**src/dss_regs.svh**
```systemverilog
`ifndef DSS_REGS_SVH
`define DSS_REGS_SVH

// processor clock cycles for each phase of a DRAM access
`define DSS_ROW_CYCLES       3'h2
`define DSS_GAP_CYCLES       3'h1
`define DSS_COL_SETUP_CYCLES 3'h1
`define DSS_CAS_READ_CYCLES  3'h2
`define DSS_CAS_WRITE_CYCLES 3'h1
`define DSS_CNT_ONE          3'h1
`define DSS_CNT_ZERO         3'h0

// processor pin positions inside the synchroniser vector
`define DSS_PIN_SELECT       0
`define DSS_PIN_READ         1
`define DSS_PIN_WRITE        2

// idle and active pin levels; every DRAM side pin is active low
`define DSS_PIN_OFF          1'b1
`define DSS_PIN_ON           1'b0
`define DSS_COL_OE_OFF       2'h3
`define DSS_COL_OE_ON        2'h0
`define DSS_TA_READY         1'b0
`define DSS_SYNC_IDLE        3'h7

`endif

```
**src/dss_pkg.sv**
```systemverilog
package dss_pkg;

  // ==========================================================================
  // access sequencer states
  typedef enum logic [2:0] {
    DSS_IDLE       = 3'h0,
    DSS_ROW_SETUP  = 3'h1,
    DSS_ROW_STROBE = 3'h2,
    DSS_GAP        = 3'h3,
    DSS_COL_SETUP  = 3'h4,
    DSS_COL_STROBE = 3'h5,
    DSS_RELEASE    = 3'h6
  } dss_state_t;

  // ==========================================================================
  // DRAM side pins, all active low
  typedef struct packed {
    logic       row_strobe_n;
    logic       col_strobe_n;
    logic       row_latch_oe_n;
    logic [1:0] col_latch_oe_n;
  } dss_dram_t;

endpackage : dss_pkg

```
**src/dss_sync2.sv**
```systemverilog
`timescale 1ns/10ps
`include "dss_regs.svh"

// two flip-flop synchroniser for the processor bus strobes
module dss_sync2 (
  // clock and reset
  input  wire logic       clk,
  input  wire logic       rst,
  // asynchronous pins and their synchronised copy
  input  wire logic [2:0] pin_in,
  output logic      [2:0] pin_sync
);

  logic [2:0] meta_q;

  // ==========================================================================
  // reset to the inactive (high) level of the active-low strobes
  always_ff @(posedge clk or posedge rst) begin
    if (rst) begin
      meta_q   <= `DSS_SYNC_IDLE;
      pin_sync <= `DSS_SYNC_IDLE;
    end else begin
      meta_q   <= pin_in;
      pin_sync <= meta_q;
    end
  end

endmodule : dss_sync2

```
**src/dss_dram_strobe_sequencer.sv**
```systemverilog
// Operation
// - address sits in three latches; their output enables select row or column.
// - a DRAM read or write first enables the upper row latch outputs.
// - then negate row strobe and disable row latch before the column phase.
// - column phase enables column latches, then asserts the column strobe.
// - with column strobe, drop transfer acknowledge, wait, then reassert it.
// - access ends with both strobes negated and all latch enables off.
// - access length is set by transfer acknowledge; processor must honour it.
// - row address held two cycles, column address held three cycles on reads, two on writes.
// - one cycle separates row phase from column phase.
// - column strobe asserts four cycles after the row latch enable.
// - column strobe lasts two cycles on reads, one cycle on writes.
`timescale 1ns/10ps
`include "dss_regs.svh"

module dss_dram_strobe_sequencer (
  // clock and reset
  input  wire logic              clk,
  input  wire logic              rst,
  // processor external memory bus
  input  wire logic              dram_select_n,
  input  wire logic              processor_read_strobe_n,
  input  wire logic              processor_write_strobe_n,
  output logic                   transfer_acknowledge_n,
  // DRAM strobes and address latch enables
  output dss_pkg::dss_dram_t     dram_q,
  // sequencer busy flag
  output logic                   busy_q
);

  // synchronised pins, decoded requests and the sequencer registers
  logic [2:0]          pins_sync;
  logic                access_req;
  logic                read_req;
  logic                write_req;
  dss_pkg::dss_state_t state_q;
  dss_pkg::dss_state_t state_d;
  logic [2:0]          cnt_q;
  logic [2:0]          cnt_d;
  logic                is_read_q;
  logic                ta_off_d;

  // ==========================================================================
  // pins come from the processor clock tree but outside our timing, so synchronise
  // the two flops add a fixed two cycles to the column strobe lag
  dss_sync2 u_sync (
    .clk      (clk),
    .rst      (rst),
    .pin_in   ({processor_write_strobe_n, processor_read_strobe_n, dram_select_n}),
    .pin_sync (pins_sync)
  );

  // ==========================================================================
  // a strobe counts only inside the DRAM select; shared by both directions
  function automatic logic strobe_hit(input logic sel_n, input logic strobe_n);
    return ~sel_n & ~strobe_n;
  endfunction : strobe_hit

  // read wins the direction when both strobes are low together
  assign read_req   = strobe_hit(pins_sync[`DSS_PIN_SELECT], pins_sync[`DSS_PIN_READ]);
  assign write_req  = strobe_hit(pins_sync[`DSS_PIN_SELECT], pins_sync[`DSS_PIN_WRITE]);
  assign access_req = read_req | write_req;

  // ==========================================================================
  // pin levels for a given state; used for both the strobe and enable outputs
  // states not listed fall through to all pins idle
  function automatic dss_pkg::dss_dram_t dram_pins(input dss_pkg::dss_state_t st);
    dss_pkg::dss_dram_t p;
    p = '{row_strobe_n: `DSS_PIN_OFF, col_strobe_n: `DSS_PIN_OFF, row_latch_oe_n: `DSS_PIN_OFF,
          col_latch_oe_n: `DSS_COL_OE_OFF};
    case (st)
      dss_pkg::DSS_ROW_SETUP:  p.row_latch_oe_n = `DSS_PIN_ON;
      dss_pkg::DSS_ROW_STROBE: begin
        p.row_latch_oe_n = `DSS_PIN_ON;
        p.row_strobe_n   = `DSS_PIN_ON;
      end
      dss_pkg::DSS_COL_SETUP:  p.col_latch_oe_n = `DSS_COL_OE_ON;
      dss_pkg::DSS_COL_STROBE: begin
        p.col_latch_oe_n = `DSS_COL_OE_ON;
        p.col_strobe_n   = `DSS_PIN_ON;
      end
      // everything else leaves the pins idle
      default:                 p = p;
    endcase
    return p;
  endfunction : dram_pins

  // ==========================================================================
  // next state and phase counter
  always_comb begin
    state_d  = state_q;
    cnt_d    = cnt_q + `DSS_CNT_ONE;
    case (state_q)
      dss_pkg::DSS_IDLE: begin
        // the counter restarts at one so the first row cycle is counted
        cnt_d = `DSS_CNT_ONE;
        if (access_req) begin
          state_d = dss_pkg::DSS_ROW_SETUP;
        end
      end
      dss_pkg::DSS_ROW_SETUP: begin
        state_d = dss_pkg::DSS_ROW_STROBE;
      end
      dss_pkg::DSS_ROW_STROBE: begin
        if (cnt_q >= `DSS_ROW_CYCLES) begin
          state_d = dss_pkg::DSS_GAP;
          cnt_d   = `DSS_CNT_ONE;
        end
      end
      dss_pkg::DSS_GAP: begin
        if (cnt_q >= `DSS_GAP_CYCLES) begin
          state_d = dss_pkg::DSS_COL_SETUP;
          cnt_d   = `DSS_CNT_ONE;
        end
      end
      dss_pkg::DSS_COL_SETUP: begin
        if (cnt_q >= `DSS_COL_SETUP_CYCLES) begin
          state_d = dss_pkg::DSS_COL_STROBE;
          cnt_d   = `DSS_CNT_ONE;
        end
      end
      dss_pkg::DSS_COL_STROBE: begin
        if (cnt_q >= (is_read_q ? `DSS_CAS_READ_CYCLES : `DSS_CAS_WRITE_CYCLES)) begin
          state_d = dss_pkg::DSS_RELEASE;
          cnt_d   = `DSS_CNT_ZERO;
        end
      end
      dss_pkg::DSS_RELEASE: begin
        // wait for the processor to end
        // holding here until the strobes go away stops one long strobe
        // from starting a second access
        cnt_d = `DSS_CNT_ZERO;
        if (!access_req) begin
          state_d = dss_pkg::DSS_IDLE;
        end
      end
      default: begin
        state_d = dss_pkg::DSS_IDLE;
        cnt_d   = `DSS_CNT_ZERO;
      end
    endcase
  end

  // acknowledge is held off for the whole column strobe, released with it
  // looking at state_d lets the registered pin move together with the strobe
  assign ta_off_d = (state_d == dss_pkg::DSS_COL_STROBE);

  // ==========================================================================
  // sequencer state register
  always_ff @(posedge clk or posedge rst) begin
    if (rst) begin
      state_q <= dss_pkg::DSS_IDLE;
    end else begin
      state_q <= state_d;
    end
  end

  // phase counter; the idle branch reloads it so a stale count never shortens a phase
  always_ff @(posedge clk or posedge rst) begin
    if (rst) begin
      cnt_q <= `DSS_CNT_ZERO;
    end else begin
      cnt_q <= cnt_d;
    end
  end

  // direction latched once per access: a strobe that changes mid-access
  // cannot stretch or cut the column strobe
  always_ff @(posedge clk or posedge rst) begin
    if (rst) begin
      is_read_q <= 1'b0;
    end else if (state_q == dss_pkg::DSS_IDLE && access_req) begin
      is_read_q <= read_req;
    end
  end

  // ==========================================================================
  // outputs straight from flops, looked ahead by one state so pins match state_q;
  // registering them keeps decode glitches off the DRAM strobes
  always_ff @(posedge clk or posedge rst) begin
    if (rst) begin
      dram_q <= '{row_strobe_n: `DSS_PIN_OFF, col_strobe_n: `DSS_PIN_OFF,
                  row_latch_oe_n: `DSS_PIN_OFF, col_latch_oe_n: `DSS_COL_OE_OFF};
    end else begin
      dram_q <= dram_pins(state_d);
    end
  end

  // acknowledge sits low (ready) while idle: the processor must wait for the
  // withhold, or it ends the cycle before the column phase
  always_ff @(posedge clk or posedge rst) begin
    if (rst) begin
      transfer_acknowledge_n <= `DSS_TA_READY;
    end else begin
      transfer_acknowledge_n <= ta_off_d;
    end
  end

  // busy covers the release wait too, so the host side knows when to start again
  always_ff @(posedge clk or posedge rst) begin
    if (rst) begin
      busy_q <= 1'b0;
    end else begin
      busy_q <= (state_d != dss_pkg::DSS_IDLE);
    end
  end

endmodule : dss_dram_strobe_sequencer

```
**config.mk**
```make
export PLATFORM = sky130hd
export DESIGN_NAME = dss_dram_strobe_sequencer
export DESIGN_NICKNAME = d
export VERILOG_FILES = /design/src/dss_pkg.sv /design/src/dss_sync2.sv /design/src/dss_dram_strobe_sequencer.sv
export VERILOG_INCLUDE_DIRS = /design/src
export SDC_FILE = /design/constraint.sdc
export NUM_CORES = 1
export LEC_CHECK = 0
export BUFFER_PORTS_ARGS = -buffer_cell sky130_fd_sc_hd__buf_2
export CAP_MARGIN = 20
export CORE_UTILIZATION = 50
export CTS_BUF_LIST = sky130_fd_sc_hd__clkbuf_2
export CTS_CLUSTER_SIZE = 25
export DETAILED_ROUTE_END_ITERATION = 8
export MAX_ROUTING_LAYER = met4
export PLACE_DENSITY = 0.75
export SYNTH_ARGS = -nofsm -noshare
export SYNTH_HDL_FRONTEND = slang
export SYNTH_SLANG_ARGS = --single-unit
```
**constraint.sdc**
```tcl
create_clock -name clk -period 3.4 [get_ports clk]
set_clock_uncertainty 0.05 [all_clocks]
set_input_delay 0.34 -clock clk [delete_from_list [all_inputs] [get_ports clk]]
set_output_delay 0.34 -clock clk [all_outputs]
set_load 0.03 [all_outputs]
```
Yosys cells after proc, flatten, opt, wreduce, memory -nomap -nowiden

Cells that the tools add are included.

Eq/ne operators: 10
Muxes and demuxes: 16
Bitwise gates (word level): 6
Reductions and logical operators: 6
Add/sub/neg operators: 1
$lt $le $gt $ge: 3

Operator list:

| operator                                                           | count |
|---|---|
| 2-to-1 mux 3 bit                                                   | 9 |
| one-hot mux 3 bit (7 select lines)                                 | 1 |
| equality test 3 bit (second input constant)                        | 5 |
| one-hot mux 3 bit (5 select lines)                                 | 1 |
| equality test 3 x 2 -> 1 bit (second input constant)               | 3 |
| equality test 3 x 1 -> 1 bit (second input constant)               | 2 |
| OR reduction 2 bit                                                 | 3 |
| 2-to-1 mux 2 bit                                                   | 2 |
| adder 3 x 1 -> 3 bit (second input constant)                       | 1 |
| greater-or-equal comparator 3 x 1 -> 1 bit (second input constant) | 1 |
| greater-or-equal comparator 3 x 2 -> 1 bit                         | 1 |
| greater-or-equal comparator 3 x 2 -> 1 bit (second input constant) | 1 |
| zero test 3 bit                                                    | 1 |
| 2-to-1 mux 1 bit                                                   | 3 |
| inverter 1 bit                                                     | 3 |
| nonzero test 3 bit                                                 | 1 |
| bitwise AND 1 bit                                                  | 2 |
| logical AND 1 bit                                                  | 1 |
| bitwise OR 1 bit                                                   | 1 |

Logic and storage cells: 53
Bits of input ports: 5
Register bits after elaboration: 20

Longest topological paths before layout

Gate-level depths: netlist of the first run.

Word-level depth: 8
Gate-level depth with buffers: 7

Cells and area by module

A second synthesis of the first run with hierarchy kept.

Cells, all modules: 83
Area total of the unflattened synthesis: 872.1 µm²

By module, submodules not included:

| module                    | seq. area each (µm²) | cells each | area each (µm²) | times used |
|---|---|---|---|---|
| dss_dram_strobe_sequencer | 330.3                | 76         | 710.7           | 1 |
| dss_sync2                 | 157.7                | 7          | 161.4           | 1 |

Worst setup path after synthesis of the first run

No wires, ideal clock.

Kind: register to register
Start point: register cnt_q[1]
End point: register busy_q
Setup slack: 1.560 ns
Clock period less this slack: 1.840 ns
Stages on the path, launching flop included: 8
Library setup time: 0.131 ns
Data arrival time: 1.658 ns
Cell sequence: dfrtp_1 inv_1 ha_1 or3_4 nand2_4 nor3b_2 a21o_1 or3_1

Cells in the longest elaborated chain, start to end: 4
Elaborated cells between the ends (all ways): 9
Those cells by class: 3 x order compare; 5 x mux; 1 x reduce/logical

Ends and longest elaborated chain:

| element                                                                  | RTL line                         | RTL |
|---|---|---|
| start: declaration                                                       | dss_dram_strobe_sequencer.sv:38  | `logic [2:0] cnt_q;` |
| start signal: assignment                                                 | dss_dram_strobe_sequencer.sv:161 | `` cnt_q <= `DSS_CNT_ZERO; `` |
| start signal: assignment                                                 | dss_dram_strobe_sequencer.sv:163 | `cnt_q <= cnt_d;` |
| greater-or-equal comparator 3 x 2 -> 1 bit, or another cell as far along | dss_dram_strobe_sequencer.sv:123 | `` if (cnt_q >= (is_read_q ? `DSS_CAS_READ_CYCLES : `DSS_CAS_WRITE_CYCLES)) begin `` |
| 2-to-1 mux 3 bit (on tied branches)                                      | n/a                              |  |
| one-hot mux 3 bit (7 select lines) (*)                                   | dss_dram_strobe_sequencer.sv:93  | `case (state_q)` |
| named net state_d[2]                                                     | dss_dram_strobe_sequencer.sv:37  | `dss_pkg::dss_state_t state_d;` |
| nonzero test 3 bit (*)                                                   | dss_dram_strobe_sequencer.sv:204 | `busy_q <= (state_d != dss_pkg::DSS_IDLE);` |
| end signal: assignment                                                   | dss_dram_strobe_sequencer.sv:204 |  |
| end: declaration                                                         | dss_dram_strobe_sequencer.sv:28  | `output logic busy_q` |

The timed path passes the listed nets; every way through them passes the cells marked *.
A chain may end at the register's enable or synchronous reset.

Final worst setup path of the first run

Ends and elaborated chain as after synthesis.

==> metrics.md, run 1 <==
| Metric | Value |
|---|---|
| Status | finished, final reports clean |
| Max_cap viols | 0 |
| Syn nets | 93 |
| R2R Setup Slk | 1.43 ns |
| Antenna Cells | 0 |
| Hold Crit Class | input pin to async pin |
| Clock Tree Root | clkbuf_2 |
| First-pass GRT wire length | 2.47 mm |
| Die X | 44.4 microns |
| Syn Area/Cell | 10.7 sq um |
| Vias | roughly 630 |
| Nets@finish | ~110 |
| H-Tree Depth | 1 |
| Worst slew margin | 55.8% |
| WL final | 1.42 mm |
| Layout area overhead | 7.66% |
| RSZ-0062 raised after global routing | no |
| Avg WL per Cell | approximately 12 microns |
| Leak Pwr | around 0.44 nW |
| Die height | 44.4 microns |
| Critical Path Start | cnt_q[1]$_DFF_PP0_ |
| GRT overflow | 0 |
| Buffers on Ports | 11 |
| Worst Path Required | 3.54 ns |
| Clk_lat worst skew | slightly below 0.3 ns |
| TritonCTS clock tree | done |
| Starting DRT DRC Count | 16 |
| Final Core Density | 60.7% |
| Core area | 1590 sq um |
| Cells after Synth | between 80 and 90 |
| DP Worst Slack | 1.46 ns |
| Distinct cells, synth | 29 |
| Synth warn | 0 |
| Reg clk slew, reported paths | 0.17 ns |
| Hold Vio Cnt, Final | 0 |
| IO Pins | 12 |
| ANT nets after route | 0 |
| Worst Reg2Reg Path Length in Cells | 7 |
| CP Launch Type | flop |
| Row cnt | 14 |
| CTS Buffer Depth | 2 |
| Largest net degree at the start of global routing | 20 |
| Power, Total | 926 uW |
| Critical path class | flop to flop |
| Total CTS buffers | 3 |
| CTS sink count | 19 |
| Synthesis-stage register bit count | 19 |
| Routability cong. | 0.909 |
| Final setup TNS | 0 ns |
| Max-slew violations | 0 |
| Power Density | roughly 960 nW/um^2 |
| Vias in the first global route | 554 |
| Initial Util | 56.4% |
| Final period util | 58.1% |
| Vias per cell | roughly 5.3 |
| Post-CTS Setup Bufs | 0 |
| Worst Max-Slew Pin Slew | 0.662 ns |
| CTS-repair resized insts | 0 |
| Die area | 1970 sq um |
| VDD IR max | 0.562 mV |
| Arr. time, crit path | 2.11 ns |
| Share of layout cells above drive strength 1 | roughly a third |
| Crit-path max FO | 6 |
| Initial antenna violation count | 0 |
| DP HPWL | about 1.0 mm |
| Pre-antenna DRT Iters | 4 |
| FF-to-FF Start | cnt_q[1]$_DFF_PP0_ |
| Critical Path End Type | flop |
| Fmax | 506 MHz |
| DR DRC count | 0 |
| Post-layout min period | about 2.0 ns |
| Seq/Total Area, Yosys | 54.3% |
| Final setup fails | 0 |
| Hold buffer count at CTS | 0 |
| Total GRT Usage | roughly 18% |
| Reg2reg end | busy_q$_DFF_PP0_ |
| Final WS setup | 1.43 ns |
| Cell Area, Synth | 898 sq um |
[final cells by class]
| cell class | instances | area [sq um] |
|---|---|---|
| sequential | 19 | 488 |
| multi-input combinational | 55 | 352 |
| tap | 24 | 30.0 |
| timing repair buffer | 11 | 55.1 |
| clock buffer | 4 | 20.0 |
| fill | 125 | 627 |
| inverter | 6 | 22.5 |
[worst max-delay path, cell delays in order (launching register included)]
cell	delay (ns)
dfrtp_1	0.47
inv_1	0.07
ha_1	0.22
or3_4	0.40
nand2_4	0.09
nor3b_2	0.06
a21o_1	0.18
or3_1	0.33
[state kept, by name, summed over array words and instances (netlist names)]
register / flops
dram_q: 4
state_q: 3
busy_q: 1
cnt_q: 3
u_sync.pin_sync: 3
transfer_acknowledge_n: 1
is_read_q: 1
u_sync.meta_q: 3
[cells in the mapped netlist (all sizes together)]
master   n  area, sq um
a211o    1         10.0
dfrtp    9          225
nand2    8         37.5
nor3     1         5.00
o22ai    1         6.26
a221oi   1         8.76
nor2b    1         6.26
buf      3         22.5
nor2     8         30.0
or3      2         17.5
o21ai   10         50.1
clkbuf   1         13.8
nor3b    1         12.5
dfstp   10          263
or2b     1         8.76
inv      6         22.5
xnor2    1         8.76
ha       4         50.1
a22oi    1         7.51
a21oi    5         25.0
a21o     2         16.3
a22o     1         10.0
a32oi    1         8.76
nand2b   3         18.8
a31oi    1         6.26
o21a     1         7.51
[report_power, final]
| part | internal, mW | total, mW | switching [mW] | leakage (nW) |
|---|---|---|---|---|
| registers | 0.310 | 0.388 | 0.0782 | 0.216 |
| clock network | 0.0312 | 0.0939 | 0.0627 | 0.0166 |
| logic | 0.181 | 0.444 | 0.263 | 0.212 |
| total | 0.522 | 0.926 | 0.404 | 0.444 |
[stage by stage]
| step | instance area, sq um | instances | hold WS (ns) |
|---|---|---|---|
| 2_1_floorplan | 898 | 84 | 0.234 |
| 5_1_grt | 967 | 119 | 0.0224 |
| 4_1_cts | 967 | 119 | 0.0545 |
| 3_3_place_gp | 947 | 115 | 0.297 |
| 6_report | 967 | 119 | 0.0595 |
| 3_5_place_dp | 947 | 115 | 0.297 |
[cell families after synthesis]
kind of cell	after synthesis	share of synthesized area, %
buffers and inverters	10	6.55
DFF	19	54.3
xor gates and xnor gates	1	0.975
adders and majority gates	4	5.57
and+or+nand+nor	25	15.2
AOI/OAI and AO/OA	25	17.4
[routing by layer]
layer	share of wire, %	wire length, microns	global-route usage, %
met5	0	0	-
met4	1.2	17	12.1
met3	5.1	72	4.08
met2	46	650	23.8
met1	48	680	25.3
[worst max-delay path by stage]
stage	to	depth (start not counted)	slack, ns
2_1_floorplan	busy_q$_DFF_PP0_	7	1.56
3_3_place_gp	busy_q$_DFF_PP0_	7	1.50
3_5_place_dp	busy_q$_DFF_PP0_	7	1.46
4_1_cts	busy_q$_DFF_PP0_	7	1.42
5_1_grt	busy_q$_DFF_PP0_	7	1.31
6_report	busy_q$_DFF_PP0_	7	1.43
[cell usage in the layout, fill, tap and decap left out, types with 3 or more instances in the layout]
cell / n
a21oi_1: 5
dfrtp_1: 9
nand2_1: 7
inv_1: 6
o21ai_0: 10
ha_1: 4
nand2b_1: 3
dfstp_2: 10
clkbuf_2: 4
buf_2: 11
nor2_1: 8
No activity file was read; power rests on OpenSTA's default activity.
==> run 2, diff against run 1 <==
--- a/config.mk
+++ b/config.mk
@@ -6,6 +6,7 @@
 export SDC_FILE = /design/constraint.sdc
 export NUM_CORES = 1
 export LEC_CHECK = 0
+export ABC_AREA = 1
 export BUFFER_PORTS_ARGS = -buffer_cell sky130_fd_sc_hd__buf_2
 export CAP_MARGIN = 20
 export CORE_UTILIZATION = 50
@@ -13,7 +14,7 @@
 export CTS_CLUSTER_SIZE = 25
 export DETAILED_ROUTE_END_ITERATION = 8
 export MAX_ROUTING_LAYER = met4
-export PLACE_DENSITY = 0.75
+export PLACE_DENSITY = 0.77
 export SYNTH_ARGS = -nofsm -noshare
 export SYNTH_HDL_FRONTEND = slang
 export SYNTH_SLANG_ARGS = --single-unit
==> constraint.sdc (replaced) <==
create_clock -name clk -period 1.8 [get_ports clk]
set_clock_uncertainty 0.05 [all_clocks]
set_input_delay 0.18 -clock clk [delete_from_list [all_inputs] [get_ports clk]]
set_output_delay 0.18 -clock clk [all_outputs]
set_load 0.03 [all_outputs]
==> run 2 against run 1 <==
Compared with the run above:
- non-clock buffer count grew 4
- combinational power is 150% higher
- clock-buffer cell count down 1
- maximum frequency increased by 25%
- area after synthesis up 8.9%
==> metrics.md, run 2 <==
| Metric | Value |
|---|---|
| Post-route insts no fill | 140 |
| Reg clk slew, reported paths | 0.17 ns |
| Most used DFF post-synth | dfstp_2 |
| Hold Crit Class | flop to flop |
| Avg WL per Cell | 11.2 microns |
| Worst slew margin | roughly 56% |
| Initial Util | 54.9% |
| Yosys top cell area share | 26.9% |
| ANT nets after route | 0 |
| Fmax | 634 MHz |
| Top reg by flops | dram_q |
| IO Pins | 12 |
| Finished Cell Area | 1110 sq um |
| WL final | 1.57 mm |
| Max_cap viols | 0 |
| Worst Max-Slew Pin Slew | between 0.6 and 0.7 ns |
| GRT overflow | 0 |
| Register area | just under 500 sq um |
| Nets@finish | 125 |
| Leak Pwr | 0.548 nW |
| Post-layout min period | around 1.6 ns |
| FF-to-FF Start | cnt_q[0]$_DFF_PP0_ |
| Distinct cells, synth | 23 |
| Cells after Synth | 98 |
| Number of enable-type register cells in the synthesized netlist | 0 |
| Final setup TNS | 0 ns |
| Clk_lat worst skew | about 0.3 ns |
| Hold Vio Cnt, Final | 0 |
| H-Tree Depth | 1 |
| CTS Buffer Depth | 2 |
| Die height | 46.2 microns |
| Max FFs per register | 4 |
| Syn nets | 107 |
| Crit-path max FO | 5 |
| CTS sink count | 19 |
| Core area | 1780 sq um |
| Starting DRT DRC Count | 10 |
| Top cell types by occurrence after synthesis | nand2_1, inv_1, dfstp_2 |
| Vias | between 600 and 700 |
| First-pass GRT wire length | 2.71 mm |
| Antenna Cells | 0 |
| FILL cells | 142 |
| Final WS setup | 0.222 ns |
| Reg2reg end | transfer_acknowledge_n$_DFF_PP0_ |
| Syn Area/Cell | 9.98 sq um |
| Most frequent cells in the layout | nand2_1, inv_1, buf_2 |
| DR DRC count | 0 |
| Final setup fails | 0 |
| Seq/Total Area, Yosys | approximately half |
| Worst Path Required | 2.01 ns |
| Synth warn | 0 |
| Arr. time, crit path | 1.79 ns |
| Worst path cell trace | inv_1 > ha_1 > o21ai_1 > a21oi_1 > nor2_4 > nand2_2 > nor2_2 |
| Buffers on Ports | 11 |
| Async set-reset flop share out of synthesis | 100% |
| CP Launch Type | flop |
| DP HPWL | 1.26 mm |
| Row cnt | 15 |
| Commonest non-fill, non-tap cell in the layout | nand2_1 |
| Pre-antenna DRT Iters | 4 |
| Final period util | between 80 and 90% |
| Initial antenna violation count | 0 |
| Critical Path End Type | flop |
| Multi-input combinational cell area | 403 sq um |
| CP peak stage delay | about 0.43 ns |
| Max-slew violations | 0 |
| Die X | 46.2 microns |
| R2R Setup Slk | 0.22 ns |
| Largest net degree at the start of global routing | 20 |
| Post-DP Area | about 1000 sq um |
| RSZ-0062 raised after global routing | no |
| Hold EP | u_sync.pin_sync[0]$_DFF_PP1_ |
| Total GRT Usage | between 10% and 20% |
| Critical Path Start | cnt_q[0]$_DFF_PP0_ |
| Worst Reg2Reg Path Length in Cells | 7 |
| Placed Instances | around 130 |
| Total CTS buffers | 3 |
| Routability cong. | between 0.8 and 0.9 |
| DP Worst Slack | 0.239 ns |
| Clock Tree Root | clkbuf_2 |
| Vias per cell | 4.79 |
| Status | finished, final reports clean |
| Die area | ~2100 sq um |
| HP Start | u_sync.meta_q[0]$_DFF_PP1_ |
| Layout area overhead | 13.0% |
| Post-synth top area cell | dfstp_2 |
| Critical path class | flop to flop |
| Count leader, synth | nand2_1 |
| Share of layout cells above drive strength 1 | between 40% and 50% |
| Power Density | 1770 nW/um^2 |
| Synth area leaders | dfstp_2, dfrtp_1, nand2_1 |
| VDD IR max | 0.881 mV |
| Vias in the first global route | 639 |
| Synthesis-stage register bit count | 19 |
| Cell Area, Synth | 978 sq um |
| CP max stage cell | dfrtp_1 |
| Worst hold path depth | 0 |
| TritonCTS clock tree | done |
| Final Core Density | a little over 60% |
| Post-CTS Setup Bufs | 0 |
-- run 2: cell count changes after synthesis, sizes merged, moves of 2 or more --
cell    change
or3         -2
o21ai       -7
a21o        -2
inv        +10
nand2      +13
nor2        +6
nand3      +12
nand2b      -3
a21oi       -3
-- run 2: worst max-delay path: cells and delay by family, from the launching register on --
kind / cells / cell delay [ns]
adders and majority gates: 1 / 0.29
and+or+nand+nor: 3 / 0.31
AOI/OAI and AO/OA: 2 / 0.40
DFF: 1 / 0.43
buffers and inverters: 1 / 0.07
-- run 2: worst max path at each step --
stage	endpoint	slack [ns]	depth (start not counted)
after floorplan	transfer_acknowledge_n$_DFF_PP0_	0.34	7
after global placement	transfer_acknowledge_n$_DFF_PP0_	0.29	7
after detailed placement	transfer_acknowledge_n$_DFF_PP0_	0.24	7
after CTS	transfer_acknowledge_n$_DFF_PP0_	0.21	7
after global routing	transfer_acknowledge_n$_DFF_PP0_	0.07	7
final	transfer_acknowledge_n$_DFF_PP0_	0.22	7
-- run 2: final cells by class --
| cell class | count | share of cell area [%] |
|---|---|---|
| sequential | 19 | 44.1 |
| multi-input combinational | 60 | 36.4 |
| timing repair buffer | 15 | 8.60 |
| inverter | 17 | 6.22 |
| tap | 25 | 2.83 |
| clock buffer | 3 | 1.36 |
| clock inverter | 1 | 0.452 |
-- run 2: logic make-up after synthesis --
logic type	after synthesis	synth area share [%]
AOI/OAI and AO/OA	7	3.84
xor gates and xnor gates	1	0.895
adders and majority gates	4	5.12
buffers and inverters	19	8.95
DFF	19	49.9
and+or+nand+nor	48	31.3
-- run 2: repair_timing --
item | in CTS | in global routing
resized for setup | 0 | 0
hold buffers | 4 | 0
hold endpoints to repair | 12 | 0
-- run 2: power breakdown --
part	switching [mW]	internal, mW
combinational	0.726	0.365
sequential	0.101	0.587
clock	0.124	0.0503
-- run 2: metal layers --
metal / vias up / part of all wire (%) / GRT usage (%)
met2: 13 / 52 / 29.9
met3: 7 / 2.7 / 4.71
met1: 314 / 43 / 23.4
li1: 336 / - / -
met5: - / 0 / -
met4: 0 / 2.2 / 8.24
-- run 2: stage by stage --
step,power (mW),hold WS (ns)
CTS,1.97,0.320
global route,2.13,0.324
floorplan,1.60,0.0738
global placement,1.74,0.237
finish,1.95,0.318
detailed placement,1.79,0.237
==> run 3, diff against run 2 <==
--- a/config.mk
+++ b/config.mk
@@ -6,7 +6,6 @@
 export SDC_FILE = /design/constraint.sdc
 export NUM_CORES = 1
 export LEC_CHECK = 0
-export ABC_AREA = 1
 export BUFFER_PORTS_ARGS = -buffer_cell sky130_fd_sc_hd__buf_2
 export CAP_MARGIN = 20
 export CORE_UTILIZATION = 50
==> run 3 against run 2 <==
Compared with the run above:
- combinational power increased by 7%
- utilization increased by 8.4 points
- die area decreased by 7.8%
- worst hold slack about the same
- setup slack got worse by 0.26 ns
- sequential power increased by 5.4%
- global-route usage increased by 0.44 points
- the run now ends with negative setup slack left
- largest cell class unchanged
- sequential share of layout area decreased by 0.64 points
==> metrics.md, run 3 (synthesis results as in run 1) <==
| Metric | Value |
|---|---|
| Initial Util | 56.4% |
| Die X | 44.4 microns |
| IO Pins | 12 |
| Final Core Density | 70.4% |
| CTS sink count | 19 |
| Vias in the first global route | 632 |
| R2R Setup Slk | -0.04 ns |
| Share of layout cells above drive strength 1 | 42.6% |
| Clock Tree Root | clkbuf_2 |
| Failing checks | negative setup slack |
| H-Tree Depth | 1 |
| FILL cells | roughly 120 |
| Max FFs per register | 4 |
| Clk_lat worst skew | roughly 0.29 ns |
| Total CTS buffers | 3 |
| Critical path class | flop to flop |
| Register area | 488 sq um |
| Vias | slightly below 700 |
| Total GRT Usage | 19.5% |
| Pre-antenna DRT Iters | 4 |
| DP Worst Slack | -0.0727 ns |
| Max-slew violations | 0 |
| Initial antenna violation count | 0 |
| Largest net degree at the start of global routing | 20 |
| CP Launch Type | flop |
| Hold Crit Class | flop to flop |
| Most frequent cells in the layout | buf_2, dfstp_2, dfrtp_1, buf_4, nor2_1 |
| TritonCTS clock tree | done |
| Power, Total | 2.08 mW |
| Die area | 1970 sq um |
| Nets@finish | 118 |
| Crit-path max FO | 5 |
| Reg clk slew, reported paths | 0.16 ns |
| First-pass GRT wire length | between 2 and 3 mm |
| Worst Max-Slew Pin Slew | 0.674 ns |
| DP HPWL | between 1 and 1.5 mm |
| Final setup fails | 1 |
| Fmax | 544 MHz |
| CP Capture Point | busy_q$_DFF_PP0_ |
| Critical Path Start | cnt_q[0]$_DFF_PP0_ |
| Worst hold path depth | 0 |
| Vias per cell | 5.14 |
| Critical Path End Type | flop |
| Post-layout min period | approximately 1.8 ns |
| CTS Buffer Depth | 2 |
| GRT overflow | 0 |
| Status | finished with violations |
| Top reg by flops | dram_q |
| Multi-input combinational cell area | 399 sq um |
| Die height | 44.4 microns |
| Final WS setup | -0.0366 ns |
| Hold Vio Cnt, Final | 0 |
| M2 GR Usage | between 20% and 30% |
| WL final | 1.58 mm |
| Commonest non-fill, non-tap cell in the layout | buf_2 |
| Avg WL per Cell | 12.0 microns |
| DR DRC count | 0 |
| ANT nets after route | 0 |
| Worst slew margin | 55.0% |
| Global-route track usage on met3 | 3.67% |
| Worst Path Required | around 1.9 ns |
| RSZ-0062 raised after global routing | yes |
| Reg2reg end | busy_q$_DFF_PP0_ |
| FF-to-FF Start | cnt_q[0]$_DFF_PP0_ |
| Row cnt | 14 |
| Arr. time, crit path | 1.98 ns |
| Final period util | 102% |
| Max_cap viols | 0 |
| Starting DRT DRC Count | 13 |
| Buffers on Ports | 11 |
| Core area | 1590 sq um |
| Layout area overhead | 24.9% |
| Antenna Cells | 0 |
| Most used routing layer | met2 |
| Leak Pwr | a little over 0.5 nW |
| Power Density | between 1500 and 2000 nW/um^2 |
| M1 GR Usage | 26.1% |
| VDD IR max | 1.06 mV |
| Routability cong. | 0.854 |
| Worst Reg2Reg Path Length in Cells | 7 |
==> run 3: how the worst min path moves through the flow <==
stage | to | slack, ns | start
6_report | u_sync.pin_sync[2]$_DFF_PP1_ | 0.32 | u_sync.meta_q[2]$_DFF_PP1_
5_1_grt | u_sync.pin_sync[2]$_DFF_PP1_ | 0.32 | u_sync.meta_q[2]$_DFF_PP1_
4_1_cts | u_sync.pin_sync[2]$_DFF_PP1_ | 0.32 | u_sync.meta_q[2]$_DFF_PP1_
3_5_place_dp | u_sync.meta_q[2]$_DFF_PP1_ | 0.24 | processor_write_strobe_n
3_3_place_gp | transfer_acknowledge_n$_DFF_PP0_ | 0.24 | rst
2_1_floorplan | busy_q$_DFF_PP0_ | 0.07 | rst
==> run 3: per-stage QoR <==
stage / cell area, sq um / TNS (ns) / std cells / hold slack, ns
2_1_floorplan: 901 / 0 / 84 / 0.0738
3_3_place_gp: 1000 / -0.0554 / 122 / 0.235
3_5_place_dp: 1000 / -0.0727 / 122 / 0.237
4_1_cts: 1080 / -0.0368 / 130 / 0.320
5_1_grt: 1120 / -0.281 / 132 / 0.322
6_report: 1120 / -0.0366 / 132 / 0.318
==> run 3: repair_timing <==
| item | CTS | global route |
|---|---|---|
| endpoints found under the setup margin | 3 | 5 |
| buffers inserted | 0 | 2 |
| resized for setup | 3 | 7 |
| cloned | 0 | 0 |
| hold buffers | 4 | 0 |
| pin swaps | 6 | 1 |
| hold endpoints to repair | 12 | 0 |
==> run 3: report_power, final <==
| group | switching (mW) | internal, mW |
|---|---|---|
| Sequential | 0.141 | 0.585 |
| Combinational | 0.619 | 0.555 |
| Clock | 0.118 | 0.0589 |
| Total | 0.878 | 1.20 |
==> run 3: critical path: stages (launching register included) <==
cell	delay [ns]
dfrtp_1	0.41
inv_1	0.05
ha_1	0.27
nand2b_4	0.11
a211o_4	0.16
o22ai_4	0.08
a22o_4	0.27
or3_1	0.34
==> run 3: area by class of cell <==
type	count	area share (%)
Sequential cell	19	43.5
Multi-Input combinational cell	55	35.6
Timing Repair Buffer	24	14.5
Tap cell	24	2.68
Inverter	6	2.01
Clock buffer	4	1.78
==> run 3: metal layers <==
layer / vias up / part of all wire, %
li1: 334 / -
met1: 328 / 50
met2: 12 / 45
met3: 4 / 2.8
met4: 0 / 2.1
met5: - / 0
